[config.mk]
export PLATFORM = sky130hd
export DESIGN_NAME = pfs_core
export DESIGN_NICKNAME = d
export VERILOG_FILES = /design/src/design/pfs_pkg.sv /design/src/design/pfs_core.sv
export SDC_FILE = /design/constraint.sdc
export NUM_CORES = 1
export LEC_CHECK = 0
export BUFFER_PORTS_ARGS = -buffer_cell sky130_fd_sc_hd__buf_2
export CAP_MARGIN = 20
export CORE_UTILIZATION = 25
export DETAILED_ROUTE_END_ITERATION = 6
export GPL_TIMING_DRIVEN = 1
export SLEW_MARGIN = 40
export SYNTH_ARGS = -nofsm -noshare
export SYNTH_HDL_FRONTEND = slang
export SYNTH_SLANG_ARGS = --single-unit
[constraint.sdc]
create_clock -name clk_sys -period 8.3 [get_ports clk_sys]
set_clock_uncertainty 0.1 [all_clocks]
set_input_delay 1.245 -clock clk_sys [delete_from_list [all_inputs] [get_ports clk_sys]]
set_output_delay 1.245 -clock clk_sys [all_outputs]
set_load 0.005 [all_outputs]
[src/design/pfs_pkg.sv]
// Constants, encodings and types for the program-flow and stack core
package pfs_pkg;

  // ----------------------------------------------------------------
  // Widths and sizes
  // ----------------------------------------------------------------
  localparam int PC_W        = 15;
  localparam int INSTR_W     = 14;
  localparam int STK_DEPTH   = 16;
  localparam int STK_PTR_W   = 5;
  localparam int PTR_W       = 16;
  localparam int CTX_W       = 32;
  localparam int INSTR_COUNT = 49;

  // ----------------------------------------------------------------
  // Program memory map
  // ----------------------------------------------------------------
  localparam logic [14:0] RESET_VEC = 15'h0000;
  localparam logic [14:0] INT_VEC   = 15'h0004;
  localparam logic [14:0] PM_MASK   = 15'h07FF;
  localparam logic [14:0] HE_FIRST  = 15'h0780;
  localparam logic [14:0] HE_LAST   = 15'h07FF;
  localparam logic [14:0] PC_ONE    = 15'h0001;

  // ----------------------------------------------------------------
  // Pointer space
  // ----------------------------------------------------------------
  localparam int          PTR_PM_BIT   = 15;
  localparam logic [15:0] TRAD_LAST    = 16'h0FFF;
  localparam logic [15:0] LIN_BASE     = 16'h2000;
  localparam logic [15:0] LIN_LAST     = 16'h29AF;
  localparam logic [15:0] GPR_BANK_LEN = 16'h0050;
  localparam logic [15:0] GPR_BANK_OFS = 16'h0020;
  localparam logic [15:0] PTR_INC      = 16'h0001;
  localparam logic [15:0] PTR_DEC      = 16'hFFFF;

  // ----------------------------------------------------------------
  // Instruction encodings used by the flow and pointer decoder
  // ----------------------------------------------------------------
  localparam logic [13:0] OP_RESET  = 14'h0001;
  localparam logic [13:0] OP_RETURN = 14'h0008;
  localparam logic [13:0] OP_RETFIE = 14'h0009;
  localparam logic [13:0] OP_CALLW  = 14'h000A;
  localparam logic [13:0] OP_BRW    = 14'h000B;
  localparam logic [2:0]  PFX_CALL  = 3'h4;
  localparam logic [2:0]  PFX_GOTO  = 3'h5;
  localparam logic [5:0]  PFX_RETLW = 6'h34;
  localparam logic [4:0]  PFX_BRA   = 5'h19;
  localparam logic [9:0]  PFX_MOVIM = 10'h001;
  localparam logic [6:0]  PFX_MOVRK = 7'h7E;
  localparam logic [6:0]  PFX_MOVWK = 7'h7F;
  localparam logic [6:0]  PFX_ADDF  = 7'h62;

  // ----------------------------------------------------------------
  // Types
  // ----------------------------------------------------------------
  typedef enum logic [2:0] {
    ST_RUN  = 3'b001,
    ST_PMRD = 3'b010,
    ST_SRST = 3'b100
  } pfs_state_t;

  typedef enum logic [3:0] {
    CLS_SEQ    = 4'h0,
    CLS_CALL   = 4'h1,
    CLS_GOTO   = 4'h2,
    CLS_CALLW  = 4'h3,
    CLS_RET    = 4'h4,
    CLS_RETFIE = 4'h5,
    CLS_BRA    = 4'h6,
    CLS_BRW    = 4'h7,
    CLS_RESET  = 4'h8,
    CLS_MOVI_M = 4'h9,
    CLS_MOVI_K = 4'hA,
    CLS_ADDFSR = 4'hB
  } pfs_cls_t;

endpackage : pfs_pkg

[src/design/pfs_core.sv]
// Program counter, return stack, indirect pointers and context shadows
//
// How it works
// - The return stack holds 16 entries of 15 bits each.
// - A push onto a full stack sets the overflow flag and a pop from an empty one the underflow flag.
// - With the stack-error reset option on, either stack error also forces a software reset.
// - The program counter is 15 bits wide, a 32K-word space of 14-bit words.
// - Addresses above 07FFh wrap into the 2,048 implemented words rather than faulting.
// - Execution starts at 0000h after reset and jumps to 0004h on an accepted interrupt.
// - The range 0780h-07FFh is the high-endurance area, flagged whenever it is read as bytes.
// - Two independent 16-bit pointers reach data memory and program memory in one space.
// - An indirect read that targets program memory takes one extra cycle to fetch the word.
// - Pointers offer a linear view of general RAM spanning banks of 80 bytes.
// - Interrupt entry copies the core context into shadows and the interrupt return restores it.
// - The decoder belongs to a 49-instruction set and resolves the flow and pointer ones here.
// - Direct, indirect-through-pointer and PC-relative addressing are all supported.
// - Pointer bit 15 selects program memory and a read returns the low byte of the word.
// - Writes through the indirect port to program memory are dropped.
`timescale 1ns/1ps
`default_nettype none

module pfs_core (
  input  wire logic        clk_sys,
  input  wire logic        rstn,
  input  wire logic        instr_valid,
  input  wire logic [13:0] instr,
  input  wire logic [6:0]  pclath,
  input  wire logic [7:0]  wreg,
  input  wire logic        irq_req,
  input  wire logic        stk_rst_en,
  input  wire logic        ovf_clr,
  input  wire logic        unf_clr,
  input  wire logic        ptr_wr,
  input  wire logic        ptr_wr_sel,
  input  wire logic [15:0] ptr_wr_data,
  input  wire logic [13:0] pm_rdata,
  input  wire logic [31:0] ctx_in,
  output logic [14:0]      pc_r,
  output logic [14:0]      fetch_addr_r,
  output logic             stall_r,
  output logic             soft_reset_r,
  output logic             stack_overflow_flag_r,
  output logic             stack_underflow_flag_r,
  output logic [4:0]       stack_depth_r,
  output logic [15:0]      ptr0,
  output logic [15:0]      ptr1,
  output logic [14:0]      ind_addr_r,
  output logic             ind_pm_r,
  output logic             ind_rd_r,
  output logic             ind_wr_r,
  output logic [7:0]       ind_wdata_r,
  output logic [7:0]       pm_byte_r,
  output logic             pm_byte_vld_r,
  output logic             he_area_r,
  output logic             int_active_r,
  output logic [31:0]      ctx_out_r,
  output logic             ctx_restore_r
);

  // ----------------------------------------------------------------
  // Decode and address mapping functions
  // ----------------------------------------------------------------

  // Only flow and pointer instructions matter here; the rest run in sequence
  function automatic pfs_pkg::pfs_cls_t pfs_decode(input logic [13:0] op);
    pfs_pkg::pfs_cls_t c;
    c = pfs_pkg::CLS_SEQ;
    if (op[13:11] == pfs_pkg::PFX_CALL)       c = pfs_pkg::CLS_CALL;
    else if (op[13:11] == pfs_pkg::PFX_GOTO)  c = pfs_pkg::CLS_GOTO;
    else if (op[13:8] == pfs_pkg::PFX_RETLW)  c = pfs_pkg::CLS_RET;
    else if (op[13:9] == pfs_pkg::PFX_BRA)    c = pfs_pkg::CLS_BRA;
    else if (op[13:7] == pfs_pkg::PFX_MOVRK)  c = pfs_pkg::CLS_MOVI_K;
    else if (op[13:7] == pfs_pkg::PFX_MOVWK)  c = pfs_pkg::CLS_MOVI_K;
    else if (op[13:7] == pfs_pkg::PFX_ADDF)   c = pfs_pkg::CLS_ADDFSR;
    else if (op[13:4] == pfs_pkg::PFX_MOVIM)  c = pfs_pkg::CLS_MOVI_M;
    else if (op == pfs_pkg::OP_RETURN)        c = pfs_pkg::CLS_RET;
    else if (op == pfs_pkg::OP_RETFIE)        c = pfs_pkg::CLS_RETFIE;
    else if (op == pfs_pkg::OP_CALLW)         c = pfs_pkg::CLS_CALLW;
    else if (op == pfs_pkg::OP_BRW)           c = pfs_pkg::CLS_BRW;
    else if (op == pfs_pkg::OP_RESET)         c = pfs_pkg::CLS_RESET;
    return c;
  endfunction : pfs_decode

  // Maps a pointer value onto a program or data address
  function automatic logic [14:0] pfs_map(input logic [15:0] p);
    logic [15:0] off;
    logic [15:0] bank;
    logic [15:0] idx;
    off  = p - pfs_pkg::LIN_BASE;
    bank = off / pfs_pkg::GPR_BANK_LEN;
    idx  = (off % pfs_pkg::GPR_BANK_LEN) + pfs_pkg::GPR_BANK_OFS;
    if (p[pfs_pkg::PTR_PM_BIT])
      pfs_map = p[14:0] & pfs_pkg::PM_MASK;
    else if (p <= pfs_pkg::TRAD_LAST)
      pfs_map = {3'h0, p[11:0]};
    else if (p <= pfs_pkg::LIN_LAST)
      pfs_map = {3'h0, bank[4:0], idx[6:0]};
    else
      pfs_map = 15'h0000; // Unimplemented space maps to address 0000h
  endfunction : pfs_map

  // ----------------------------------------------------------------
  // State and storage
  // ----------------------------------------------------------------
  pfs_pkg::pfs_state_t state_r;
  pfs_pkg::pfs_state_t state_nxt;
  logic [14:0]         stk_r [pfs_pkg::STK_DEPTH];
  logic [15:0]         ptr_r [2];
  logic [15:0]         ptr_sh_r [2];
  logic [31:0]         ctx_sh_r;

  pfs_pkg::pfs_cls_t cls;
  logic              exec;
  logic              irq_take;
  logic              push_req;
  logic              pop_req;
  logic [14:0]       push_val;
  logic [14:0]       pc_inc;
  logic [14:0]       pc_nxt;
  logic              ovf_evt;
  logic              unf_evt;
  logic              stk_err_rst;
  logic              ind_acc;
  logic              ind_write;
  logic              ind_sel;
  logic [15:0]       ptr_old;
  logic [15:0]       ptr_new;
  logic [15:0]       ptr_eff;
  logic [14:0]       ind_map;
  logic              ptr_upd;

  assign ptr0 = ptr_r[0];
  assign ptr1 = ptr_r[1];

  // ----------------------------------------------------------------
  // Instruction steering
  // ----------------------------------------------------------------

  // Interrupts are taken only between instructions and never nest
  assign cls      = pfs_decode(instr);
  assign exec     = instr_valid && (state_r == pfs_pkg::ST_RUN);
  assign irq_take = exec && irq_req && !int_active_r;
  assign pc_inc   = pc_r + pfs_pkg::PC_ONE;

  // Stack requests and their error events
  always_comb begin
    push_req = 1'b0;
    pop_req  = 1'b0;
    push_val = pc_inc;
    if (irq_take) begin
      push_req = 1'b1;
      push_val = pc_r; // Interrupted instruction is re-run on return
    end else if (exec) begin
      push_req = (cls == pfs_pkg::CLS_CALL) || (cls == pfs_pkg::CLS_CALLW);
      pop_req  = (cls == pfs_pkg::CLS_RET) || (cls == pfs_pkg::CLS_RETFIE);
    end
  end

  assign ovf_evt     = push_req && (stack_depth_r == 5'(pfs_pkg::STK_DEPTH));
  assign unf_evt     = pop_req && (stack_depth_r == 5'h00);
  assign stk_err_rst = stk_rst_en && (ovf_evt || unf_evt);

  // Next program counter
  always_comb begin
    pc_nxt = pc_r;
    if (state_r == pfs_pkg::ST_SRST) begin
      pc_nxt = pfs_pkg::RESET_VEC;
    end else if (irq_take) begin
      pc_nxt = pfs_pkg::INT_VEC;
    end else if (exec) begin
      case (cls)
        pfs_pkg::CLS_CALL,
        pfs_pkg::CLS_GOTO:   pc_nxt = {pclath[6:3], instr[10:0]};
        pfs_pkg::CLS_CALLW:  pc_nxt = {pclath, wreg};
        pfs_pkg::CLS_RET,
        pfs_pkg::CLS_RETFIE: pc_nxt = unf_evt ? pc_inc : stk_r[4'(stack_depth_r - 5'h01)];
        pfs_pkg::CLS_BRA:    pc_nxt = pc_inc + {{6{instr[8]}}, instr[8:0]};
        pfs_pkg::CLS_BRW:    pc_nxt = pc_inc + {7'h00, wreg};
        default:             pc_nxt = pc_inc;
      endcase
    end
  end

  // Indirect access through a pointer, with pre/post modify or offset
  always_comb begin
    ind_acc   = exec && !irq_take &&
                ((cls == pfs_pkg::CLS_MOVI_M) || (cls == pfs_pkg::CLS_MOVI_K));
    ind_sel   = (cls == pfs_pkg::CLS_MOVI_M) ? instr[2] : instr[6];
    ind_write = (cls == pfs_pkg::CLS_MOVI_M) ? instr[3] : instr[7];
    ptr_old   = ptr_r[ind_sel];
    ptr_new   = ptr_old;
    ptr_eff   = ptr_old;
    ptr_upd   = 1'b0;
    if (cls == pfs_pkg::CLS_MOVI_M) begin
      ptr_new = ptr_old + (instr[0] ? pfs_pkg::PTR_DEC : pfs_pkg::PTR_INC);
      ptr_eff = instr[1] ? ptr_old : ptr_new;
      ptr_upd = ind_acc;
    end else if (cls == pfs_pkg::CLS_MOVI_K) begin
      ptr_eff = ptr_old + {{10{instr[5]}}, instr[5:0]};
    end else if (cls == pfs_pkg::CLS_ADDFSR) begin
      ptr_new = ptr_old + {{10{instr[5]}}, instr[5:0]};
      ptr_upd = exec && !irq_take;
    end
    ind_map = pfs_map(ptr_eff);
  end

  // ----------------------------------------------------------------
  // Sequencer
  // ----------------------------------------------------------------

  // Program-memory reads park here one cycle while the word arrives
  always_comb begin
    state_nxt = state_r;
    case (state_r)
      pfs_pkg::ST_RUN: begin
        if (stk_err_rst || (exec && !irq_take && cls == pfs_pkg::CLS_RESET))
          state_nxt = pfs_pkg::ST_SRST;
        else if (ind_acc && !ind_write && ptr_eff[pfs_pkg::PTR_PM_BIT])
          state_nxt = pfs_pkg::ST_PMRD;
      end
      pfs_pkg::ST_PMRD: state_nxt = pfs_pkg::ST_RUN;
      pfs_pkg::ST_SRST: state_nxt = pfs_pkg::ST_RUN;
      default:          state_nxt = pfs_pkg::ST_RUN;
    endcase
  end

  always_ff @(posedge clk_sys or negedge rstn) begin
    if (!rstn) begin
      state_r      <= pfs_pkg::ST_RUN;
      stall_r      <= 1'b0;
      soft_reset_r <= 1'b0;
    end else begin
      state_r      <= state_nxt;
      stall_r      <= (state_nxt != pfs_pkg::ST_RUN);
      soft_reset_r <= (state_nxt == pfs_pkg::ST_SRST);
    end
  end

  // Program counter and wrapped fetch address
  always_ff @(posedge clk_sys or negedge rstn) begin
    if (!rstn) begin
      pc_r         <= pfs_pkg::RESET_VEC;
      fetch_addr_r <= pfs_pkg::RESET_VEC;
    end else begin
      pc_r         <= pc_nxt;
      fetch_addr_r <= pc_nxt & pfs_pkg::PM_MASK;
    end
  end

  // ----------------------------------------------------------------
  // Return stack
  // ----------------------------------------------------------------

  // A push on a full stack is dropped so that older return addresses survive
  always_ff @(posedge clk_sys or negedge rstn) begin
    if (!rstn) begin
      stack_depth_r <= 5'h00;
    end else if (state_r == pfs_pkg::ST_SRST) begin
      stack_depth_r <= 5'h00;
    end else if (push_req && !ovf_evt) begin
      stack_depth_r <= stack_depth_r + 5'h01;
    end else if (pop_req && !unf_evt) begin
      stack_depth_r <= stack_depth_r - 5'h01;
    end
  end

  generate
    for (genvar e = 0; e < pfs_pkg::STK_DEPTH; e++) begin : g_stk
      always_ff @(posedge clk_sys or negedge rstn) begin
        if (!rstn)
          stk_r[e] <= 15'h0000;
        else if (push_req && !ovf_evt && stack_depth_r[3:0] == 4'(e))
          stk_r[e] <= push_val;
      end
    end
  endgenerate

  // Error flags survive a soft reset so software can read the cause
  always_ff @(posedge clk_sys or negedge rstn) begin
    if (!rstn) begin
      stack_overflow_flag_r  <= 1'b0;
      stack_underflow_flag_r <= 1'b0;
    end else begin
      if (ovf_evt)
        stack_overflow_flag_r <= 1'b1;
      else if (ovf_clr)
        stack_overflow_flag_r <= 1'b0;
      if (unf_evt)
        stack_underflow_flag_r <= 1'b1;
      else if (unf_clr)
        stack_underflow_flag_r <= 1'b0;
    end
  end

  // ----------------------------------------------------------------
  // Indirect pointers and their shadows
  // ----------------------------------------------------------------

  // A port load wins over an instruction update in the same cycle
  generate
    for (genvar g = 0; g < 2; g++) begin : g_ptr
      always_ff @(posedge clk_sys or negedge rstn) begin
        if (!rstn) begin
          ptr_r[g]    <= 16'h0000;
          ptr_sh_r[g] <= 16'h0000;
        end else if (state_r == pfs_pkg::ST_SRST) begin
          ptr_r[g]    <= 16'h0000;
        end else begin
          if (irq_take)
            ptr_sh_r[g] <= ptr_r[g];
          if (ptr_wr && ptr_wr_sel == 1'(g))
            ptr_r[g] <= ptr_wr_data;
          else if (exec && !irq_take && cls == pfs_pkg::CLS_RETFIE)
            ptr_r[g] <= ptr_sh_r[g];
          else if (ptr_upd && ind_sel == 1'(g))
            ptr_r[g] <= ptr_new;
        end
      end
    end
  endgenerate

  // Indirect port strobes; program memory is read-only through this path
  always_ff @(posedge clk_sys or negedge rstn) begin
    if (!rstn) begin
      ind_addr_r  <= 15'h0000;
      ind_pm_r    <= 1'b0;
      ind_rd_r    <= 1'b0;
      ind_wr_r    <= 1'b0;
      ind_wdata_r <= 8'h00;
      he_area_r   <= 1'b0;
    end else begin
      ind_rd_r <= ind_acc && !ind_write && !ptr_eff[pfs_pkg::PTR_PM_BIT];
      ind_wr_r <= ind_acc && ind_write && !ptr_eff[pfs_pkg::PTR_PM_BIT];
      if (ind_acc) begin
        ind_addr_r  <= ind_map;
        ind_pm_r    <= ptr_eff[pfs_pkg::PTR_PM_BIT];
        ind_wdata_r <= wreg;
        he_area_r   <= ptr_eff[pfs_pkg::PTR_PM_BIT] && !ind_write &&
                       (ind_map >= pfs_pkg::HE_FIRST) && (ind_map <= pfs_pkg::HE_LAST);
      end
    end
  end

  // Byte captured from the program word after the extra cycle
  always_ff @(posedge clk_sys or negedge rstn) begin
    if (!rstn) begin
      pm_byte_r     <= 8'h00;
      pm_byte_vld_r <= 1'b0;
    end else begin
      pm_byte_vld_r <= (state_r == pfs_pkg::ST_PMRD);
      if (state_r == pfs_pkg::ST_PMRD)
        pm_byte_r <= pm_rdata[7:0];
    end
  end

  // ----------------------------------------------------------------
  // Interrupt context
  // ----------------------------------------------------------------
  always_ff @(posedge clk_sys or negedge rstn) begin
    if (!rstn) begin
      int_active_r  <= 1'b0;
      ctx_sh_r      <= 32'h0000_0000;
      ctx_out_r     <= 32'h0000_0000;
      ctx_restore_r <= 1'b0;
    end else begin
      ctx_restore_r <= exec && !irq_take && cls == pfs_pkg::CLS_RETFIE;
      if (state_r == pfs_pkg::ST_SRST) begin
        int_active_r <= 1'b0;
      end else if (irq_take) begin
        int_active_r <= 1'b1;
        ctx_sh_r     <= ctx_in;
      end else if (exec && cls == pfs_pkg::CLS_RETFIE) begin
        int_active_r <= 1'b0;
        ctx_out_r    <= ctx_sh_r;
      end
    end
  end

endmodule : pfs_core

`default_nettype wire

-- After elaboration in Yosys (flattened, before gate mapping)
Index checks and enable logic that the tools add are counted.
- input bits: 100
- memory bits (writable): 0
- output and inout port bits: 141
- bits in latches: 0
- logic and storage cells: 238
- ROM bits: 0
- register bits after elaboration: 433
- memories kept: 0
- $mul: 0
- add/subtract/negate cells: 9
- bitwise logic cells: 6
- eq/ne operators: 45
- shifts and indexed selects: 0
- divide/modulo/power cells: 2
- order comparisons: 6
- reductions and logical operators: 65
- mux-type cells: 65
- operator list (cell ; count):
    16-bit two-way mux ; 18
    15-bit two-way mux ; 7
    15-bit one-hot mux with 5 select lines ; 1
    15-bit binary-select mux with 4-bit select ; 1
    14-bit by 4-bit == test with 1-bit output, second input constant ; 4
    4-bit two-way mux ; 13
    4-bit == test, second input constant ; 12
    1-bit logical AND ; 41
    12-bit two-way mux ; 3
    16-bit adder ; 2
    4-bit by 3-bit == test with 1-bit output, second input constant ; 8
    7-bit == test, second input constant ; 3
    16-bit by 7-bit divider with 16-bit output, second input constant ; 1
    4-bit by 2-bit == test with 1-bit output, second input constant ; 4
    16-bit by 12-bit less-or-equal comparator with 1-bit output, second input constant ; 1
    16-bit by 14-bit less-or-equal comparator with 1-bit output, second input constant ; 1
    16-bit by 7-bit remainder unit with 16-bit output, second input constant ; 1
    1-bit two-way mux ; 16
    16-bit by 14-bit subtractor with 16-bit output, second input constant ; 1
    15-bit by 1-bit adder with 15-bit output, second input constant ; 1
    15-bit adder ; 1
    15-bit by 8-bit adder with 15-bit output ; 1
    15-bit by 11-bit >= comparator with 1-bit output, second input constant ; 1
    15-bit by 11-bit less-or-equal comparator with 1-bit output, second input constant ; 1
    29 further kinds ; 55

-- Longest topological paths before layout
- depth after elaboration: 32
- depth in mapped cells: 41
- mapped depth without buffers: 35

-- Worst setup path after synthesis
Ideal clock, no wire load.
- path type: input to register
- start: input instr[7]
- end: register ind_addr_r[5]
- slack: -1.787 ns
- library setup time: 0.092 ns
- stages on the path: 38
- arrival time: 9.895 ns
- buffers on the path: 5
- required time: 8.108 ns
- cell sequence: buf_6 -> nor4b_4 -> a31o_2 -> buf_2 -> buf_2 -> mux2i_1 -> inv_1 -> ha_1 -> a21o_1 -> a221oi_2 -> nor3_1 -> a2111oi_0 -> o21bai_1 -> a21oi_1 -> xnor2_1 -> a222oi_1 -> inv_1 -> ha_1 -> [... 2 more ...] -> nor3_1 -> xnor2_1 -> o311a_1 -> or2_0 -> buf_2 -> a221o_1 -> a211o_1 -> o211ai_2 -> mux2i_1 -> and2_2 -> nand2_2 -> xnor2_2 -> mux2i_1 -> a2bb2oi_2 -> nor2_1 -> o211a_2 -> a221o_1 -> o31ai_2
- word-level cells in the longest chain between the ends: 29
- elaborated cells between the ends (all ways): 44
- classes of those cells: add/sub: 4; div: 1; order compare: 2; eq/ne: 11; mux: 23; bitwise: 1; reduce/logical: 2
- RTL lines (item ; RTL line ; text):
    start, declared ; pfs_core.sv:26 ; input wire logic [13:0] instr,
    14-bit by 1-bit == test with 1-bit output ; pfs_core.sv:80 ; else if (op == pfs_pkg::OP_RESET) c = pfs_pkg::CLS_RESET;
    4-bit two-way mux ; pfs_core.sv:80 ;
    4-bit two-way mux ; pfs_core.sv:79 ; else if (op == pfs_pkg::OP_BRW) c = pfs_pkg::CLS_BRW;
    4-bit two-way mux ; pfs_core.sv:78 ; else if (op == pfs_pkg::OP_CALLW) c = pfs_pkg::CLS_CALLW;
    4-bit two-way mux ; pfs_core.sv:77 ; else if (op == pfs_pkg::OP_RETFIE) c = pfs_pkg::CLS_RETFIE;
    4-bit two-way mux ; pfs_core.sv:76 ; else if (op == pfs_pkg::OP_RETURN) c = pfs_pkg::CLS_RET;
    4-bit two-way mux ; pfs_core.sv:75 ; else if (op[13:4] == pfs_pkg::PFX_MOVIM) c = pfs_pkg::CLS_MOVI_M;
    4-bit two-way mux ; pfs_core.sv:74 ; else if (op[13:7] == pfs_pkg::PFX_ADDF) c = pfs_pkg::CLS_ADDFSR;
    [... 13 more ...] ; n/a ;
    16-bit two-way mux, on equally long branches ; pfs_core.sv:198, pfs_core.sv:196 ;
    16-bit two-way mux ; pfs_core.sv:194 ; if (cls == pfs_pkg::CLS_MOVI_M) begin
    16-bit by 14-bit subtractor with 16-bit output ; pfs_core.sv:89 ; off = p - pfs_pkg::LIN_BASE;
    16-bit by 7-bit remainder unit with 16-bit output ; pfs_core.sv:91 ; idx = (off % pfs_pkg::GPR_BANK_LEN) + pfs_pkg::GPR_BANK_OFS;
    7-bit by 6-bit adder with 7-bit output ; pfs_core.sv:91 ;
    12-bit two-way mux ; pfs_core.sv:96 ; else if (p <= pfs_pkg::LIN_LAST)
    12-bit two-way mux ; pfs_core.sv:94 ; else if (p <= pfs_pkg::TRAD_LAST)
    12-bit two-way mux ; pfs_core.sv:92 ; if (p[pfs_pkg::PTR_PM_BIT])
    end signal, assigned ; pfs_core.sv:335 ; ind_addr_r <= ind_map;
    end, declared ; pfs_core.sv:47 ; output logic [14:0] ind_addr_r,
Every way passes the cells marked *; elsewhere a longest branch is shown, timed or not. The select of a mux whose other input is x is not followed.
A chain may end at the register's enable or synchronous reset.

-- Worst setup path after layout
- start: input instr[11]
- end: register ind_addr_r[5]
- word-level cells in the longest chain between the ends: 29
- elaborated cells between the ends (all ways): 48
- classes of those cells: add/sub: 4; div: 1; order compare: 2; eq/ne: 15; mux: 23; bitwise: 1; reduce/logical: 2
- RTL lines (item ; RTL line):
    14-bit by 1-bit == test with 1-bit output ; pfs_core.sv:80
    4-bit two-way mux ; pfs_core.sv:80
    4-bit two-way mux ; pfs_core.sv:79
    4-bit two-way mux ; pfs_core.sv:78
    4-bit two-way mux ; pfs_core.sv:77
    4-bit two-way mux ; pfs_core.sv:76
    4-bit two-way mux ; pfs_core.sv:75
    4-bit two-way mux ; pfs_core.sv:74
    [... 13 more ...] ; n/a
    16-bit two-way mux, on equally long branches ; pfs_core.sv:198, pfs_core.sv:196
    16-bit two-way mux ; pfs_core.sv:194
    16-bit by 14-bit subtractor with 16-bit output ; pfs_core.sv:89
    16-bit by 7-bit remainder unit with 16-bit output ; pfs_core.sv:91
    7-bit by 6-bit adder with 7-bit output ; pfs_core.sv:91
    12-bit two-way mux ; pfs_core.sv:96
    12-bit two-way mux ; pfs_core.sv:94
    12-bit two-way mux ; pfs_core.sv:92
Marks and branches as above.

==> impl_metrics.ini <==
[sta]
post-route-period-util_pct = 107.3
finalSetupViolCount = 7
final_max_slew_viol_count = 0
fmax_mhz = 112.3
rsz0062_at_grt = yes
hold_violations = 0
tightest_slew_ns = 0.8399
layout_setup_ws_ns = -0.6056
period_needed_ns = 8.906
max_slew_margin_pct = 43.89

[synth]
synth_top_family_by_area = compound AO/OA/AOI/OAI gates
synthFlopType = dfrtp_1
netlist.top_cell.by_area = dfrtp_1
synth_top_area_share_pct = 42.61
synth_compound_area_share_pct = 20.17
syn-cell-area_um2 = 25190
yosysSeqAreaShare_pct = 42.72
ys_ff_latch = 430
synth_mux_area_share_pct = 10.69
synth_fa_ha_area_share_pct = 3.054
synth_edf_count = 0
netlist_instances = 2696
synth-xor-area-share_pct = 3.089
syn-mean-instance-area_um2 = 9.345
async_flop_share_pct = 100.0
synthTopCellsByArea = dfrtp_1, nand2_1, o21ai_0, mux4_2, mux2_2
synth-simple-area-share_pct = 16.31
synth.distinct_cells = 115
ys_warn_count = 0

[placed_design]
post-place-ws_ns = -1.487
gp_routability_congestion = 0.9391
dpl_cell_area_um2 = 30500
port_buffers = 227
dp_hpwl_mm = 66.15

[global_route]
grt_pass1_wl_mm = 138.1
busiest_layer = met2
grt_pass1_vias = 22526
overflow = 0
grt_max_degree = 102
grtUsageTotal_pct = 17.37
use_met3_pct = 4.439
use_met2_pct = 28.16
use_met1_pct = 22.75
antenna_found_initial = 12

[routing]
drc = 0
drtPass1Iterations = 5
num_vias = 23109
first_iter_violations = 2011
wl_per_cell_um = 20.00
wl_mm = 90.82
ant_nets = 0
vias_per_cell = 5.089

[clock_network]
cts_tree = done
cts.htree.levels = 2
clock_latency_ns = 0.62
cts.sinks = 430
root_buffer = clkbuf_16
cts_hold_buf = 0
clk_pin_slew_ns = 0.06
clk_path_buf_depth = 3
cts_buffers = 45

[power]
peakVddDrop_mv = 0.3207
total_power_mw = 11.92
powerDensity_nw_per_um2 = 359.0
power.static_leakage_nw = 15.09

[setup_path]
startpoint_type = input pin
crit_fanout = 8
cpMaxStageDelayCell = a221oi_4
crit_type = input pin to flop
critical_path.most_common_cell = buf_6
cp.required_ns = 8.73
arrival_ns = 9.33
crit_path_end_kind = flop
worst_path_largest_cell_delay_ns = 0.40
rr_worst_depth = 38

[floorplanning]
die_w_um = 319.4
core.rowCount = 116
coreArea_um2 = 100000
die_h_um = 319.4
num_io_pins = 241
start_util_pct = 25.19
die-area_um2 = 102000

[run]
max_cap_violations = 0

[finish]
final_common_cell = nand2_1
final_area_um2 = 33220
mostFrequentLayoutCells = nand2_1, dfrtp_1, buf_4
syn_to_final_growth_pct = 31.85
drive_gt1_share_pct = 33.46
finish.net_count = 3366
fill_cells = 10213

[status]
status = complete, but fails checks
violations = setup timing

[hold_path]
hold_path_class = flop to flop
hold_depth = 2
[stage by stage]
stage	hold WS, ns	utilization (%)	setup TNS (ns)	cells
finish	0.3521	33.22	-3.268	4541
global route	0.3714	33.22	-5.034	4541
CTS	0.3611	32.66	-2.160	4521
detailed placement	0.3446	30.50	-9.719	4418
global placement	0.3398	30.33	-9.473	4415
floorplan	0.3331	-	-5.385	2702
[state kept, by name, indices dropped and copies added (netlist names), 3 cells and up]
register / cells
ptr1: 16
pm_byte_r: 8
ctx_out_r: 32
state_r: 3
ptr0: 16
ctx_sh_r: 32
fetch_addr_r: 11
pc_r: 4
ind_wdata_r: 8
ptr_sh_r: 32
stack_depth_r: 5
ind_addr_r: 12
stk_r: 240
[logic make-up (layout without fill, tap and decap cells)]
kind of cell	after synthesis	count (layout)
and+or+nand+nor	921	921
AOI/OAI and AO/OA	779	780
DFF	430	430
buffers and inverters	237	774
muxes	180	180
xor gates and xnor gates	88	88
adders and majority gates	60	60
other	1	10
[worst max-delay path, delay by kind of cell]
family                   cells  cell delay [ns]
AO/OA/AOI/OAI               18             4.14
buffers and inverters       11             1.60
AND/OR/NAND/NOR              7             1.27
multiplexers                 2             0.52
adder cells (fa/ha/maj)      2             0.41
XOR/XNOR                     1             0.11
[synth_stat cells, drive strengths merged (12+ instances only)]
| cell type | n |
|---|---|
| mux2i | 37 |
| and2 | 13 |
| xnor2 | 53 |
| nand4 | 19 |
| a22o | 13 |
| a221oi | 12 |
| o31ai | 15 |
| nor2 | 126 |
| and3 | 26 |
| a21o | 32 |
| nor2b | 16 |
| ha | 55 |
| nor4 | 18 |
| o21ai | 337 |
| nand2 | 549 |
| a211oi | 63 |
| a21oi | 108 |
| mux2 | 82 |
| o211ai | 27 |
| inv | 32 |
| buf | 50 |
| nand3 | 45 |
| o41ai | 23 |
| mux4 | 61 |
| a31oi | 27 |
| nand2b | 16 |
| clkbuf | 152 |
| xor2 | 35 |
| nor3 | 48 |
| dfrtp | 429 |
[area by class of cell]
type / count / area, um^2 / share of cell area (%)
Antenna cell: 3 / 7.507 / 0.02260
Multi-Input combinational cell: 2036 / 14570 / 43.85
Clock inverter: 18 / 256.5 / 0.7722
Inverter: 35 / 132.6 / 0.3993
Clock buffer: 61 / 1296 / 3.902
Sequential cell: 430 / 10770 / 32.41
Tap cell: 1298 / 1624 / 4.889
Timing Repair Buffer: 660 / 4569 / 13.76
[path summary, 6_finish.rpt]
check,startpoint,to,slack [ns]
worst max register to register,ptr0[0]$_DFFE_PN0P_,ind_addr_r[5]$_DFFE_PN0P_,0.16
worst min register to register,ctx_sh_r[23]$_DFFE_PN0P_,ctx_out_r[23]$_DFFE_PN0P_,0.35
min in group asynchronous,rstn,ctx_sh_r[2]$_DFFE_PN0P_,0.51
worst max-delay path,instr[11],ind_addr_r[5]$_DFFE_PN0P_,-0.61
max in group asynchronous,rstn,stk_r[187]$_DFFE_PN0P_,6.03
worst min-delay path,ctx_sh_r[23]$_DFFE_PN0P_,ctx_out_r[23]$_DFFE_PN0P_,0.35
[power breakdown]
group	internal [mW]	switching, mW
Sequential	2.62	0.403
Combinational	3.22	3.56
Clock	1.21	0.916
[routing by layer]
metal	vias to the layer above	routed length [um]	part of all wire, %
met5	-	71	0.078
met3	158	7341	8.1
met4	14	2443	2.7
li1	10787	-	-
met2	715	42460	47
met1	11435	38500	42
[timing repair]
| action | in CTS | in global routing |
|---|---|---|
| gates cloned | 2 | 1 |
| setup buffers | 23 | 16 |
| endpoints found under the setup margin | 7 | 7 |
| pin swaps | 36 | 43 |
| gates resized for setup | 80 | 76 |
Power figures use the tool's default switching activity.
